## config.mk

```make
export PLATFORM = sky130hd
export DESIGN_NAME = comparator_irq_mux_control
export DESIGN_NICKNAME = d
export VERILOG_FILES = /design/src/hw/cmp_ctrl_pkg.sv /design/src/hw/comparator_irq_mux_control.sv /design/src/hw/input_select.sv /design/src/hw/result_sync.sv
export SDC_FILE = /design/constraint.sdc
export NUM_CORES = 1
export LEC_CHECK = 0
export BUFFER_PORTS_ARGS = -buffer_cell sky130_fd_sc_hd__buf_2
export CAP_MARGIN = 5
export CORE_MARGIN = 5
export CORE_UTILIZATION = 43
export CTS_CLUSTER_SIZE = 25
export DETAILED_ROUTE_END_ITERATION = 6
export MAX_ROUTING_LAYER = met4
export PLACE_DENSITY = 0.77
export SYNTH_ARGS = -nofsm -noshare
export SYNTH_HDL_FRONTEND = slang
export SYNTH_SLANG_ARGS = --single-unit
```

## constraint.sdc

```tcl
create_clock -name clk -period 1.8 [get_ports clk]
set_input_delay 0.54 -clock clk [delete_from_list [all_inputs] [get_ports clk]]
set_output_delay 0.54 -clock clk [all_outputs]
set_load 0.01 [all_outputs]
```

## src/hw/cmp_ctrl_pkg.sv

```systemverilog
// constants and types for the comparator control block
// Notes on behaviour
// - the result is high when the positive-side input is above the negative-side input, low otherwise.
// - the raw result passes a two-stage synchroniser before it is shown as the result status bit.
// - the event flag is set when the synchronised result makes the transition the event mode selects.
// - the event flag clears when its interrupt vector is taken or when software writes a one to it.
// - the comparator interrupt (cmpIrq) is requested only while flag, comparator enable and global enable are all set.
// - power is removed from the comparator while the power-off bit is one, writable at any time.
// - the bandgap reference replaces the positive input pin while the bandgap select bit is one.
// - while capture routing is one the result feeds the timer capture front end, otherwise nothing does.
// - event mode 00 is toggle, 01 reserved, 10 falling edge, 11 rising edge.
// - with mux-negative enable set and the converter off, the converter mux picks the negative input.
// - in mux-negative mode channel select 000 to 111 picks analog channel 0 to 7.
// - the dedicated negative pin is used when mux-negative enable is zero or the converter is on.
// - the converter counts as on only while its converter enable bit is set.
package cmp_ctrl_pkg;

  // word byte addresses on the avalon slave
  localparam logic [3:0] CMP_CSR_ADDR = 4'h0;
  localparam logic [3:0] SPECIAL_FN_ADDR = 4'h4;
  localparam logic [3:0] CONV_CTRL_ADDR = 4'h8;
  localparam logic [3:0] IRQ_STATUS_ADDR = 4'hc;
  localparam logic [3:0] IRQ_MASK_ADDR = 4'h0;

  // comparator control/status bit positions
  localparam int POWER_OFF_BIT = 7;
  localparam int BANDGAP_BIT = 6;
  localparam int RESULT_BIT = 5;
  localparam int FLAG_BIT = 4;
  localparam int IRQ_EN_BIT = 3;
  localparam int CAPTURE_BIT = 2;
  localparam int MODE_HI_BIT = 1;
  localparam int MODE_LO_BIT = 0;
  // special function register
  localparam int MUX_NEG_BIT = 3;
  // converter control: enable bit 7, channel select bits 2..0
  localparam int CONV_EN_BIT = 7;

  localparam logic [7:0] CSR_RESET = 8'h00;
  localparam logic [31:0] UNMAPPED_READ = 32'h0000_0000;

  typedef enum logic [1:0] {
    MODE_TOGGLE = 2'b00,
    MODE_RESERVED = 2'b01,
    MODE_FALL = 2'b10,
    MODE_RISE = 2'b11
  } event_mode_t;

  typedef struct packed {
    logic cmpPowerOff;
    logic bandgapSelect;
    logic cmpIrqEnable;
    logic captureRouteEnable;
    event_mode_t eventMode;
  } cmp_cfg_t;

  typedef struct packed {
    logic muxNegativeEnable;
    logic converterEnable;
    logic [2:0] channelSelect;
  } neg_sel_t;

endpackage

```

## src/hw/comparator_irq_mux_control.sv

```systemverilog
// comparator control, event flag, interrupt and avalon register file
//
// Decided for this implementation: the Avalon-MM interface to the registers and the address map.
`timescale 1ns/1ps
module comparator_irq_mux_control
  import cmp_ctrl_pkg::*;
(
  input wire logic clk,
  input wire logic rst_b,
  input wire logic [3:0] address,
  input wire logic read,
  input wire logic write,
  input wire logic [31:0] writedata,
  input wire logic [3:0] byteenable,
  output logic [31:0] readdata,
  output logic waitrequest,
  input wire logic posPinHigher,
  input wire logic [7:0] posChannelHigher,
  input wire logic bandgapHigher,
  input wire logic [7:0] bandgapChannelHigher,
  input wire logic globalIrqEnable,
  input wire logic vectorTaken,
  output logic cmpIrq,
  output logic irq,
  output logic cmpPowerOff,
  output logic bandgapEnable,
  output logic muxNegSelect,
  output logic captureIn
);

  ////////////////////////////////////////////////////////////////
  // registers
  cmp_cfg_t cfg_q;
  logic muxNeg_q;
  logic convEn_q;
  logic [2:0] chanSel_q;
  logic flag_q;
  logic resultPrev_q;
  logic stickyEvt_q;
  logic irqMask_q;
  logic ack_q;
  logic waitReq_q;
  logic [1:0] settle_q;
  logic [31:0] rdata_q;
  // edges are held off until the synchroniser and the previous-value flop hold real samples
  localparam logic [1:0] SETTLE_DONE = 2'b11;
  logic cmpIrq_q, irq_q, powerOff_q, bandgap_q, muxNegOut_q, capture_q;

  ////////////////////////////////////////////////////////////////
  // analog selection and synchroniser
  neg_sel_t negSel;
  logic useMux, rawResult, syncResult;
  assign negSel = '{muxNegativeEnable: muxNeg_q, converterEnable: convEn_q, channelSelect: chanSel_q};

  input_select #(.CHANNELS(8)) u_sel (
    .posPinHigher(posPinHigher),
    .posChannelHigher(posChannelHigher),
    .bandgapHigher(bandgapHigher),
    .bandgapChannelHigher(bandgapChannelHigher),
    .bandgapSelect(cfg_q.bandgapSelect),
    .negSel(negSel),
    .useMux(useMux),
    .rawResult(rawResult)
  );

  // the analog pins are asynchronous, so the result is synchronised before use
  result_sync u_sync (
    .clk(clk),
    .rst_b(rst_b),
    .rawIn(rawResult),
    .syncOut(syncResult)
  );

  ////////////////////////////////////////////////////////////////
  // bus decode; one wait cycle per access, answer on the second edge
  wire logic req = (read || write) && !ack_q;
  wire logic wrTake = write && ack_q;
  wire logic selCsr = address == CMP_CSR_ADDR;
  wire logic selSfn = address == SPECIAL_FN_ADDR;
  wire logic selConv = address == CONV_CTRL_ADDR;
  wire logic selStat = address == IRQ_STATUS_ADDR;
  wire logic lane0 = byteenable[0];
  wire logic csrWr = wrTake && selCsr && lane0;
  wire logic sfnWr = wrTake && selSfn && lane0;
  wire logic convWr = wrTake && selConv && lane0;
  wire logic statWr = wrTake && selStat && lane0;
  // mask sits at bit 8 of the status word so both stay in one word
  wire logic maskWr8 = wrTake && selStat && byteenable[1];

  ////////////////////////////////////////////////////////////////
  // edge detection
  wire logic rise = syncResult && !resultPrev_q;
  wire logic fall = !syncResult && resultPrev_q;
  logic evt;
  always_comb begin
    case (cfg_q.eventMode)
      MODE_TOGGLE: evt = rise || fall;
      MODE_FALL: evt = fall;
      MODE_RISE: evt = rise;
      default: evt = 1'b0;
    endcase
  end
  // without this gate a result that is high at reset would look like a rising edge
  wire logic evtLive = evt && (settle_q == SETTLE_DONE);
  // set beats clear when both land together
  wire logic flagClr = vectorTaken || (csrWr && writedata[FLAG_BIT]);
  wire logic flag_d = evtLive || (flag_q && !flagClr);
  wire logic stickyClr = statWr && writedata[0];
  wire logic sticky_d = evtLive || (stickyEvt_q && !stickyClr);
  wire logic cmpIrq_d = flag_d && cfg_q.cmpIrqEnable && globalIrqEnable;
  wire logic irq_d = sticky_d && irqMask_q;

  ////////////////////////////////////////////////////////////////
  // read mux
  wire logic [7:0] csrView = {cfg_q.cmpPowerOff, cfg_q.bandgapSelect, syncResult, flag_q,
                              cfg_q.cmpIrqEnable, cfg_q.captureRouteEnable, cfg_q.eventMode};
  logic [31:0] rdata_d;
  always_comb begin
    rdata_d = UNMAPPED_READ;
    if (selCsr) begin
      rdata_d = {24'h00_0000, csrView};
    end else if (selSfn) begin
      rdata_d = {28'h000_0000, muxNeg_q, 3'b000};
    end else if (selConv) begin
      rdata_d = {24'h00_0000, convEn_q, 4'h0, chanSel_q};
    end else if (selStat) begin
      rdata_d = {23'h00_0000, irqMask_q, 7'h00, stickyEvt_q};
    end
  end

  ////////////////////////////////////////////////////////////////
  // state
  always_ff @(posedge clk or negedge rst_b) begin
    if (!rst_b) begin
      ack_q <= 1'b0;
      waitReq_q <= 1'b1;
      rdata_q <= UNMAPPED_READ;
    end else begin
      ack_q <= req;
      waitReq_q <= !req;
      rdata_q <= rdata_d;
    end
  end

  always_ff @(posedge clk or negedge rst_b) begin
    if (!rst_b) begin
      settle_q <= 2'b00;
    end else if (settle_q != SETTLE_DONE) begin
      settle_q <= settle_q + 2'b01;
    end
  end

  always_ff @(posedge clk or negedge rst_b) begin
    if (!rst_b) begin
      cfg_q <= cmp_cfg_t'(6'h00);
    end else if (csrWr) begin
      // result bit is not stored, so writes to it fall away
      cfg_q.cmpPowerOff <= writedata[POWER_OFF_BIT];
      cfg_q.bandgapSelect <= writedata[BANDGAP_BIT];
      cfg_q.cmpIrqEnable <= writedata[IRQ_EN_BIT];
      cfg_q.captureRouteEnable <= writedata[CAPTURE_BIT];
      cfg_q.eventMode <= event_mode_t'(writedata[MODE_HI_BIT:MODE_LO_BIT]);
    end
  end

  always_ff @(posedge clk or negedge rst_b) begin
    if (!rst_b) begin
      muxNeg_q <= 1'b0;
      convEn_q <= 1'b0;
      chanSel_q <= 3'b000;
    end else begin
      if (sfnWr) muxNeg_q <= writedata[MUX_NEG_BIT];
      if (convWr) begin
        convEn_q <= writedata[CONV_EN_BIT];
        chanSel_q <= writedata[2:0];
      end
    end
  end

  always_ff @(posedge clk or negedge rst_b) begin
    if (!rst_b) begin
      resultPrev_q <= 1'b0;
      flag_q <= 1'b0;
      stickyEvt_q <= 1'b0;
      irqMask_q <= 1'b0;
    end else begin
      resultPrev_q <= syncResult;
      flag_q <= flag_d;
      stickyEvt_q <= sticky_d;
      if (maskWr8) irqMask_q <= writedata[8];
    end
  end

  always_ff @(posedge clk or negedge rst_b) begin
    if (!rst_b) begin
      cmpIrq_q <= 1'b0;
      irq_q <= 1'b0;
      powerOff_q <= 1'b0;
      bandgap_q <= 1'b0;
      muxNegOut_q <= 1'b0;
      capture_q <= 1'b0;
    end else begin
      cmpIrq_q <= cmpIrq_d;
      irq_q <= irq_d;
      powerOff_q <= cfg_q.cmpPowerOff;
      bandgap_q <= cfg_q.bandgapSelect;
      muxNegOut_q <= useMux;
      capture_q <= cfg_q.captureRouteEnable && syncResult;
    end
  end

  assign readdata = rdata_q;
  assign waitrequest = waitReq_q;
  assign cmpIrq = cmpIrq_q;
  assign irq = irq_q;
  assign cmpPowerOff = powerOff_q;
  assign bandgapEnable = bandgap_q;
  assign muxNegSelect = muxNegOut_q;
  assign captureIn = capture_q;

endmodule // comparator_irq_mux_control

```

## src/hw/input_select.sv

```systemverilog
// analog input selection and comparison model
`timescale 1ns/1ps
module input_select
  import cmp_ctrl_pkg::*;
#(
  parameter int CHANNELS = 8
) (
  input wire logic posPinHigher,
  input wire logic [CHANNELS-1:0] posChannelHigher,
  input wire logic bandgapHigher,
  input wire logic [CHANNELS-1:0] bandgapChannelHigher,
  input wire logic bandgapSelect,
  input wire neg_sel_t negSel,
  output logic useMux,
  output logic rawResult
);
  // the comparator itself is analog; each input pair arrives as a precomputed greater-than
  wire logic convOn = negSel.converterEnable;
  assign useMux = negSel.muxNegativeEnable && !convOn;
  wire logic posVsPin = bandgapSelect ? bandgapHigher : posPinHigher;
  wire logic posVsChan = bandgapSelect ? bandgapChannelHigher[negSel.channelSelect]
                                        : posChannelHigher[negSel.channelSelect];
  assign rawResult = useMux ? posVsChan : posVsPin;
endmodule // input_select

```

## src/hw/result_sync.sv

```systemverilog
// two-flop synchroniser for the comparator result
`timescale 1ns/1ps
module result_sync
  import cmp_ctrl_pkg::*;
(
  input wire logic clk,
  input wire logic rst_b,
  input wire logic rawIn,
  output logic syncOut
);
  logic meta_q;
  always_ff @(posedge clk or negedge rst_b) begin
    if (!rst_b) begin
      meta_q <= 1'b0;
      syncOut <= 1'b0;
    end else begin
      meta_q <= rawIn;
      syncOut <= meta_q;
    end
  end
endmodule // result_sync

```

# Word-level counts from Yosys, hierarchy flattened
# Cells that the tools add are included.
[totals]
ff_bits = 59
input_bits = 64
out_inout_bits = 39
wordCells = 82
[classes]
addsub = 1
n_lt_le_gt_ge = 1
eq_ne = 7
muxes = 12
n_reduce_logical = 37
[ops]
columns = ["operator", "n"]
rows = [
  ["$mux W32", 1],
  ["$mux W9", 3],
  ["$logic_and A1 B1 Y1", 23],
  ["$eq A4 B4 Y1 const B", 2],
  ["$logic_not A1 Y1", 7],
  ["$bmux W1 S3", 2],
  ["$eq A2 B2 Y1 const B", 3],
  ["$logic_or A1 B1 Y1", 5],
  ["$mux W1", 5],
  ["$eq A4 B3 Y1 const B", 1],
  ["$logic_not A4 Y1", 1],
  ["$lt A3 B4 Y1 const B", 1],
  ["$pmux W1 S3", 1],
  ["$add A2 B1 Y2 const B", 1],
  ["$logic_not A2 Y1", 1],
  ["$ne A2 B2 Y1 const B", 1],
]

# Longest topological paths before layout
# Gate-level depths: netlist of run 1.
[depth]
depth_word = 10
ltp_mapped = 6
mapped_depth_nobuf = 6

# By module
# From an unflattened synthesis of run 1, not the netlist that was laid out.
[unflattened]
hier_cells = 132
area_unflattened_um2 = 1783.0
[modules_own_cells]
columns = ["module", "instances", "cells_each", "area_per_inst_um2", "seq_area_each_um2"]
rows = [
  ["comparator_irq_mux_control", 1, 118, 1570.3, 852.1],
  ["input_select", 1, 12, 162.7, 0.0],
  ["result_sync", 1, 2, 50.0, 50.0],
]

# Worst setup path before layout of run 1
# OpenSTA, ideal clock, no wires.
[synth_path]
path_kind = "input to register"
start = "input address[2]"
end = "register cfg_q[0] (netlist name)"
setup_ns = 0.125
arrival_ns = 1.524
required_ns = 1.675
slack_ns = 0.151
stages = 5
path_buffers = 1
cell_sequence = "or3_1 > buf_6 > nor2_8 > nand2_4 > mux2_4"
[synth_via]
elab_chain_len = 3
[synth_rtl]
columns = ["item", "line_no", "rtl"]
rows = [
  ["from (decl)", "comparator_irq_mux_control.sv:10", "input wire logic [3:0] address,"],
  ["$logic_not A4 Y1", "comparator_irq_mux_control.sv:78", "wire logic selCsr = address == CMP_CSR_ADDR;"],
  ["$logic_and A1 B1 Y1 (2 in a row)", "comparator_irq_mux_control.sv:83", "wire logic csrWr = wrTake && selCsr && lane0;"],
  ["to (signal assigned)", "comparator_irq_mux_control.sv:155", "cfg_q <= cmp_cfg_t'(6'h00);"],
  ["to (decl)", "comparator_irq_mux_control.sv:33", "cmp_cfg_t cfg_q;"],
]
# Every way passes these cells.
# A chain may end at the register's enable or synchronous reset.

# Worst setup path in the final report of run 1
[layout_path]
start = "register chanSel_q[1]"
end = "register u_sync.meta_q"
[layout_via]
elab_chain_len = 4
word_cells_on_any_way = 6
cone_classes = "6 x mux"
[layout_rtl]
columns = ["item", "line_no", "rtl"]
rows = [
  ["from (decl)", "comparator_irq_mux_control.sv:36", "logic [2:0] chanSel_q;"],
  ["from (signal assigned)", "comparator_irq_mux_control.sv:175", "chanSel_q <= writedata[2:0];"],
  ["$bmux W1 S3 (on tied branches)", "input_select.sv:22, input_select.sv:21", ""],
  ["$mux W1 (on tied branches)", "input_select.sv:22, input_select.sv:21", ""],
  ["$mux W1 *", "input_select.sv:21", "wire logic posVsChan = bandgapSelect ? bandgapChannelHigher[negSel.channelSelect]"],
  ["$mux W1 *", "input_select.sv:23", "assign rawResult = useMux ? posVsChan : posVsPin;"],
  ["named net rawResult", "comparator_irq_mux_control.sv:52", "logic useMux, rawResult, syncResult;"],
  ["to (signal assigned)", "result_sync.sv:17", "meta_q <= rawIn;"],
  ["to (decl)", "result_sync.sv:11", "logic meta_q;"],
]
# Mark *: on every way through the listed nets, which the timed path passes. The rest lies on a longest branch. The select of a mux whose other input is x is not followed.

==> results.json, run 1 <==
{
  "reg2reg_slack_ns": 0.21,
  "leakage_nw": 1.17,
  "num_rows": 23,
  "synth_common_cells": "dfrtp_1 (35), buf_4 (23), mux2_2 (8), nor2_1 (8), mux2i_1 (7)",
  "r2r_end": "u_sync.meta_q",
  "postRouteAntennaNets": 0,
  "grt_max_degree": 20,
  "switching_share": 0.265,
  "p_int_mw": 1.40,
  "holdBufCountCts": 0,
  "period_minus_slack_ns": 1.59,
  "clk_latency_ns": 0.29,
  "fin_worst_skew_ns": 0.00657,
  "ys.flop_type": "dfrtp_1",
  "rsz0062_at_grt": "no",
  "ys_types": 34,
  "antenna_found_initial": 0,
  "pwr-share-seq": 0.510,
  "yosysSeqAreaShare": 0.512,
  "htreeDepth": 2,
  "cp_cell_sequence": "mux4_2, mux2i_1, a21oi_1, a21o_1",
  "wl_per_cell_um": 14.6,
  "cts_tree": "yes",
  "cts_made_buffers": 5,
  "setup_viol": 0,
  "path_class": "reg2reg",
  "vdd_drop_max_uv": 376,
  "drt_iter0_markers": 39,
  "final_util": 0.535,
  "critPathLaunchType": "register",
  "syn_to_final_growth_pct": 20.8,
  "drv_cap": 0,
  "drc": 0,
  "yosysTopAreaCellShare": 0.498,
  "crit_arrival_ns": 1.76,
  "synth_edf_count": 0,
  "vias": 1155,
  "synth_top_area_cell": "dfrtp_1",
  "ys_top_cells_by_area": "dfrtp_1 (50%), buf_4 (9.8%), mux2_2 (5.1%)",
  "die_area_mm2": 0.00547,
  "hold_path.class": "in2async",
  "hold_violations": 0,
  "nNetsFinal": 266,
  "wirelength_mm": 3.64,
  "ys_ff_latch": 36,
  "rr_startpoint": "chanSel_q[1]",
  "drive_gt1_frac": 0.455,
  "synth-async-reset-ratio": 1.00,
  "gp_congestion": 0.809,
  "io_pins": 103,
  "finalCritPeriodShare": 0.882,
  "cts_root_buf": "clkbuf_8",
  "clockBufferDepth": 2,
  "worstRegToRegCells": 4,
  "worstSetupStartpoint": "chanSel_q[1]",
  "cts_resized": 0,
  "start_util": 0.443,
  "grt_pass1_vias": 1256,
  "drtPass1Iterations": 4,
  "coreArea_mm2": 0.00397,
  "whs_ns": 0.179,
  "avgSynthCellArea_um2": 12.9,
  "p_sw_mw": 0.506,
  "required_ns": 1.98,
  "clock.fmax_mhz": 630,
  "diodes": 0,
  "syn_area_mm2": 0.00176,
  "crit_end": "u_sync.meta_q",
  "yosysWarnings": 0,
  "path_max_fanout": 6,
  "drv_slew": 0,
  "clock_sinks": 36,
  "cp_slowest_stage_delay_ns": 0.54,
  "dp_hpwl_mm": 2.97,
  "slowest_stage": "mux4_2",
  "p_per_area_mw_per_mm2": 896,
  "die_w_um": 74.0,
  "grt-ovfl-total": 0,
  "comb_power_share": 0.187,
  "status": "completed",
  "p_clk_frac": 0.303,
  "end_kind": "register",
  "post-synth-top-count-cell": "dfrtp_1",
  "grt_use_total": 0.147,
  "vias_per_cell": 4.62,
  "dieHeight_um": 74.0,
  "grt_pass1_wl_mm": 5.68,
  "post_cts_buffers": 0,
  "postSynthCellCount": 136,
  "port_buffers": 53,
  "path_clk_slew_ns": 0.07
}
==> through the flow <==
step                      setup WS [ns]  total power [mW]  TNS [ns]  instance area, µm²  std cells
after floorplan                   0.151              1.23         0                1840        158
after global placement         -0.00431              1.32  -0.00431                2040        242
after detailed placement       -0.00749              1.35   -0.0215                2040        242
after CTS                         0.179              1.93         0                2130        250
after global routing             0.0668              2.01         0                2130        250
final                             0.213              1.91         0                2130        250
==> cell usage in the layout (no fill, tap or decap), types with 2 or more instances in the layout <==
master,n
ha_1,3
mux2_2,8
nand3_1,3
inv_1,5
mux4_2,4
clkbuf_8,6
buf_2,53
clkbuf_1,2
nor2_1,8
a21oi_1,2
conb_1,23
mux2i_1,7
nor3_1,6
and2_1,3
dfrtp_1,35
mux2_4,6
buf_4,6
nor2b_1,2
==> layer usage <==
| metal | vias up | GRT usage | wire length, µm |
|---|---|---|---|
| met5 | - | - | 0 |
| met4 | 0 | 0.103 | 132 |
| met3 | 11 | 0.0284 | 244 |
| met2 | 44 | 0.238 | 1910 |
| met1 | 555 | 0.161 | 1350 |
| li1 | 545 | - | - |
==> how the worst min path moves through the flow <==
stage	startpoint	end	slack (ns)
2_1_floorplan	rst_b	ack_q	0.24
3_3_place_gp	u_sync.meta_q	u_sync.syncOut	0.33
3_5_place_dp	u_sync.meta_q	u_sync.syncOut	0.35
4_1_cts	rst_b	flag_q	0.19
5_1_grt	rst_b	flag_q	0.21
6_report	rst_b	flag_q	0.18
==> registers in the layout, summed over array words and instances (netlist names) <==
register        cells
readdata            9
cfg_q               6
chanSel_q           3
settle_q            2
ack_q               1
bandgapEnable       1
captureIn           1
cmpIrq              1
cmpPowerOff         1
convEn_q            1
flag_q              1
irq                 1
irqMask_q           1
muxNegSelect        1
muxNeg_q            1
resultPrev_q        1
stickyEvt_q         1
u_sync.meta_q       1
u_sync.syncOut      1
waitrequest         1
==> area by class of cell <==
type	count	area [µm²]
clock buffer	8	90.1
tap	50	62.6
inverter	5	18.8
fill	359	1850
timing repair buffer	60	330
multi-input combinational	91	722
sequential	36	902
==> power by group through the flow <==
stage / Sequential (mW) / Combinational (mW) / Clock [mW]
floorplan: 0.972 / 0.261 / 0
global placement: 0.979 / 0.343 / 0
detailed placement: 0.989 / 0.359 / 0
CTS: 0.973 / 0.360 / 0.594
global route: 0.985 / 0.398 / 0.625
finish: 0.971 / 0.356 / 0.578
==> kinds of logic (layout without fill, tap and decap cells) <==
family          count (synthesis)  after routing  synth area share
flops                          36             36             0.512
simple gates                   31             31             0.108
buf+inv                        31             73             0.124
mux                            25             25             0.193
compound gates                  8              8            0.0334
fa+ha+maj                       3              3            0.0213
other cells                     1             23           0.00213
xor+xnor                        1              1           0.00498
==> critical path: cells and delay by family (launching register included) <==
family,cells,cell delay [ns]
AOI/OAI and AO/OA,2,0.27
DFF,1,0.51
muxes,2,0.69
(Power assumes the default switching activity.)
==> run 2, diff against run 1 <==
- RECOVER_POWER: not set -> 25
==> run 2 against run 1 <==
Global-route usage stayed put. Utilization barely moved. Critical path type unchanged. Sequential power about the same.
==> results.json, run 2 (synthesis results as in run 1) <==
{
  "leakage_nw": 1.17,
  "required_ns": 1.98,
  "grt_max_degree": 20,
  "dp_hpwl_mm": 2.97,
  "cts_tree": "yes",
  "fin_worst_skew_ns": 0.00657,
  "htreeDepth": 2,
  "drv_slew": 0,
  "die_area_mm2": 0.00547,
  "status": "completed",
  "die_w_um": 74.0,
  "register_area_um2": 902,
  "period_minus_slack_ns": 1.59,
  "grt_pass1_wl_mm": 5.68,
  "path_max_fanout": 6,
  "final.fill_count": 358,
  "crit_arrival_ns": 1.77,
  "setup_viol": 0,
  "postRouteAntennaNets": 0,
  "cts_made_buffers": 5,
  "final.setup.tns_ns": 0,
  "num_rows": 23,
  "largest_reg_flops": 9,
  "rsz0062_at_grt": "no",
  "vias": 1153,
  "cp_slowest_stage_delay_ns": 0.54,
  "final_cell_mix": "buf_2 (52), dfrtp_1 (35), conb_1 (23)",
  "coreArea_mm2": 0.00397,
  "final_util": 0.535,
  "worstRegToRegCells": 4,
  "drtPass1Iterations": 4,
  "port_buffers": 53,
  "cts_root_buf": "clkbuf_8",
  "drive_gt1_frac": 0.450,
  "start_util": 0.443,
  "path_clk_slew_ns": 0.06,
  "clockBufferDepth": 2,
  "multi_input_area_um2": 722,
  "maxSlewHeadroom": 0.312,
  "post_cts_buffers": 0,
  "syn_to_final_growth_pct": 20.7,
  "wirelength_mm": 3.64,
  "path_class": "reg2reg",
  "r2r_end": "u_sync.meta_q",
  "grt_pass1_vias": 1256,
  "clock_sinks": 36,
  "clock.fmax_mhz": 629,
  "grt_use_total": 0.147,
  "gp_congestion": 0.809,
  "drv_cap": 0,
  "diodes": 0,
  "end_kind": "register",
  "whs_endpoint": "u_sync.syncOut",
  "clk_latency_ns": 0.29,
  "grt-ovfl-total": 0,
  "hold_violations": 0,
  "io_pins": 103,
  "slowest_stage": "mux4_2",
  "cp_cell_sequence": "mux4_2, mux2i_1, a21oi_1, a21o_1",
  "cts_resized": 0,
  "critPathLaunchType": "register",
  "drt_iter0_markers": 39,
  "hold_path.class": "reg2reg",
  "dieHeight_um": 74.0,
  "p_per_area_mw_per_mm2": 897,
  "hold_depth": 0,
  "antenna_found_initial": 0,
  "cp_top_family": "multiplexers",
  "nNetsFinal": 266,
  "tightest_slew_ns": 1.03,
  "vdd_drop_max_uv": 376,
  "hp-start": "u_sync.meta_q",
  "rr_startpoint": "chanSel_q[1]",
  "finalCritPeriodShare": 0.883,
  "reg2reg_slack_ns": 0.21,
  "drc": 0,
  "holdBufCountCts": 0,
  "wl_per_cell_um": 14.6,
  "vias_per_cell": 4.61,
  "path_buf_inv": 0,
  "final_common_cell": "buf_2"
}
run 2: how the worst max path moves through the flow:
stage	startpoint	to	slack (ns)	cells after the start
final	chanSel_q[1]	u_sync.meta_q	0.21	4
after global routing	chanSel_q[1]	u_sync.meta_q	0.07	4
after CTS	chanSel_q[1]	u_sync.meta_q	0.18	4
after detailed placement	address[2]	cfg_q[2]	-0.007	5
after global placement	address[2]	cfg_q[5]	-0.004	5
after floorplan	address[2]	cfg_q[0]	0.15	5
run 2: stage by stage:
stage	std cells	hold slack [ns]	setup slack [ns]	area, µm²	power (mW)
2_1_floorplan	158	0.244	0.151	1840	1.23
4_1_cts	250	0.190	0.179	2130	1.93
3_5_place_dp	242	0.354	-0.00749	2040	1.35
5_1_grt	250	0.373	0.0668	2120	2.01
6_report	250	0.367	0.210	2120	1.91
3_3_place_gp	242	0.332	-0.00431	2040	1.32
run 2: area by class of cell:
class / count / share of cell area
tap: 50 / 0.0294
inverter: 5 / 0.00883
clock buffer: 8 / 0.0424
multi-input combinational: 91 / 0.340
sequential: 36 / 0.425
timing repair buffer: 60 / 0.155
run 2: power by group:
group	internal (mW)	total, mW	switching, mW
combinational	0.186	0.356	0.170
clock	0.312	0.578	0.266
sequential	0.902	0.972	0.0695
run 2: worst register-to-register path, cell delays in order (launching register included):
cell and delay (ns):
dfrtp_1 0.52, mux4_2 0.54, mux2i_1 0.15, a21oi_1 0.08, a21o_1 0.19
run 2: metal layers:
metal / global-route usage / part of all wire / vias up
met5: - / 0 / -
met4: 0.103 / 0.036 / 0
met3: 0.0284 / 0.069 / 11
met2: 0.238 / 0.53 / 44
met1: 0.161 / 0.37 / 553
li1: - / - / 545
==> run 3, diff against run 2 <==
- CELL_PAD_IN_SITES_DETAIL_PLACEMENT: not set -> 2
- CELL_PAD_IN_SITES_GLOBAL_PLACEMENT: not set -> 2
- CORE_UTILIZATION: 43 -> 26
- PLACE_DENSITY: 0.77 -> 0.78
==> run 3 against run 2 <==
Routed wire length increased by 22%. Sequential share of layout area decreased by 0.47 points. Largest power group unchanged. Clock skew decreased by 0.0020 ns. Design area increased by 1.1%. First-iteration DRC count decreased by 51%. Highest routed layer unchanged.
==> results.json, run 3 (synthesis results as in run 1) <==
{
  "status": "completed",
  "path_clk_slew_ns": 0.07,
  "route.met2.wl_mm": 2.36,
  "critPathLaunchType": "register",
  "rsz0062_at_grt": "no",
  "cts_root_buf": "clkbuf_8",
  "cts_tree": "yes",
  "holdBufCountCts": 0,
  "nNetsFinal": 266,
  "placed_area_mm2": 0.00206,
  "placedCellCount": 272,
  "met1Wirelength_mm": 1.74,
  "grt_use_total": 0.114,
  "clock.fmax_mhz": 619,
  "hold_path.class": "reg2reg",
  "drc": 0,
  "htreeDepth": 2,
  "dr_wl_met3_um": 161,
  "grt_max_degree": 37,
  "coreArea_mm2": 0.00668,
  "start_util": 0.263,
  "fin_worst_skew_ns": 0.00455,
  "setup_viol": 0,
  "drive_gt1_frac": 0.455,
  "grt_pass1_vias": 1444,
  "power_mw": 1.92,
  "p_clk_frac": 0.307,
  "finalCritPeriodShare": 0.897,
  "tightest_slew_ns": 0.894,
  "wl_per_cell_um": 15.8,
  "period_minus_slack_ns": 1.61,
  "cp_slowest_stage_delay_ns": 0.53,
  "die_w_um": 92.3,
  "p_per_area_mw_per_mm2": 892,
  "clockBufferDepth": 2,
  "vdd_drop_max_uv": 286,
  "port_buffers": 53,
  "path_class": "reg2reg",
  "final_common_cell": "buf_2",
  "maxSlewHeadroom": 0.404,
  "diodes": 0,
  "gp_congestion": 0.721,
  "drtPass1Iterations": 3,
  "end_kind": "register",
  "clock_sinks": 36,
  "postRouteAntennaNets": 0,
  "wirelength_mm": 4.43,
  "drt_iter0_markers": 19,
  "p_int_mw": 1.40,
  "num_rows": 30,
  "final.setup.tns_ns": 0,
  "final_cell_mix": "buf_2 (53), dfrtp_1 (35), conb_1 (23)",
  "pwr-share-seq": 0.507,
  "stdcell_area_mm2": 0.00215,
  "syn_to_final_growth_pct": 22.0,
  "slowest_stage": "mux4_2",
  "die_area_mm2": 0.00852,
  "comb_power_share": 0.186,
  "leakage_nw": 1.17,
  "dp_hpwl_mm": 3.49,
  "drv_cap": 0,
  "cts_resized": 0,
  "final_util": 0.322,
  "io_pins": 103,
  "drv_slew": 0,
  "vias": 1189,
  "p_sw_mw": 0.521,
  "switching_share": 0.272,
  "cts_made_buffers": 5,
  "clk_latency_ns": 0.29,
  "grt-ovfl-total": 0,
  "crit_arrival_ns": 1.79,
  "grt_pass1_wl_mm": 7.09,
  "path_max_fanout": 6,
  "cp_cell_sequence": "mux4_2, mux2i_1, a21oi_1, a21o_1",
  "hold_violations": 0,
  "reg2reg_slack_ns": 0.19,
  "post_cts_buffers": 0,
  "antenna_found_initial": 0,
  "vias_per_cell": 4.25,
  "dieHeight_um": 92.3,
  "finalNonFillerCells": 280,
  "required_ns": 1.98,
  "largest_reg_flops": 9,
  "highest_layer": "met4"
}
## run 3: cell count changes in the layout (fill, tap and decap cells not counted)
cell and delta:
buf_12 -1, buf_2 +1, clkbuf_1 -1, clkbuf_2 +1
## run 3: power by group through the flow
stage | clock (mW) | combinational [mW] | sequential [mW]
4_1_cts | 0.619 | 0.365 | 0.973
3_5_place_dp | 0 | 0.361 | 0.988
3_3_place_gp | 0 | 0.346 | 0.983
6_report | 0.589 | 0.356 | 0.971
5_1_grt | 0.647 | 0.400 | 0.985
2_1_floorplan | 0 | 0.261 | 0.972
## run 3: final cells by class
class,instances,area [µm²]
Fill cell,758,4530
Sequential cell,36,902
Clock buffer,8,90.1
Multi-Input combinational cell,91,722
Timing Repair Buffer,60,315
Inverter,5,18.8
Tap cell,80,100
## run 3: worst paths after layout
path | startpoint | cells past startpoint | to
setup / recovery | chanSel_q[1] | 4 | u_sync.meta_q
setup reg to reg | chanSel_q[1] | 4 | u_sync.meta_q
min in group asynchronous | rst_b | 2 | readdata[0]
max in group asynchronous | rst_b | 2 | readdata[2]
hold / removal | u_sync.meta_q | 0 | u_sync.syncOut
hold reg to reg | u_sync.meta_q | 0 | u_sync.syncOut
## run 3: per-layer routing
metal | up-vias | track usage
li1 | 545 | -
met1 | 594 | 0.119
met2 | 41 | 0.193
met3 | 9 | 0.0287
met4 | 0 | 0.0705
met5 | - | -
## run 3: stage by stage
step           worst slack [ns]  hold slack [ns]
2_1_floorplan             0.151            0.244
6_report                  0.185            0.348
3_5_place_dp            -0.0356            0.336
3_3_place_gp            -0.0141            0.331
5_1_grt                  0.0609            0.356
4_1_cts                   0.164            0.288
## run 3: critical path: cells and delay by family (launching register included)
family | cells | cell delay [ns]
AO/OA/AOI/OAI | 2 | 0.30
multiplexers | 2 | 0.69
flip-flops | 1 | 0.51
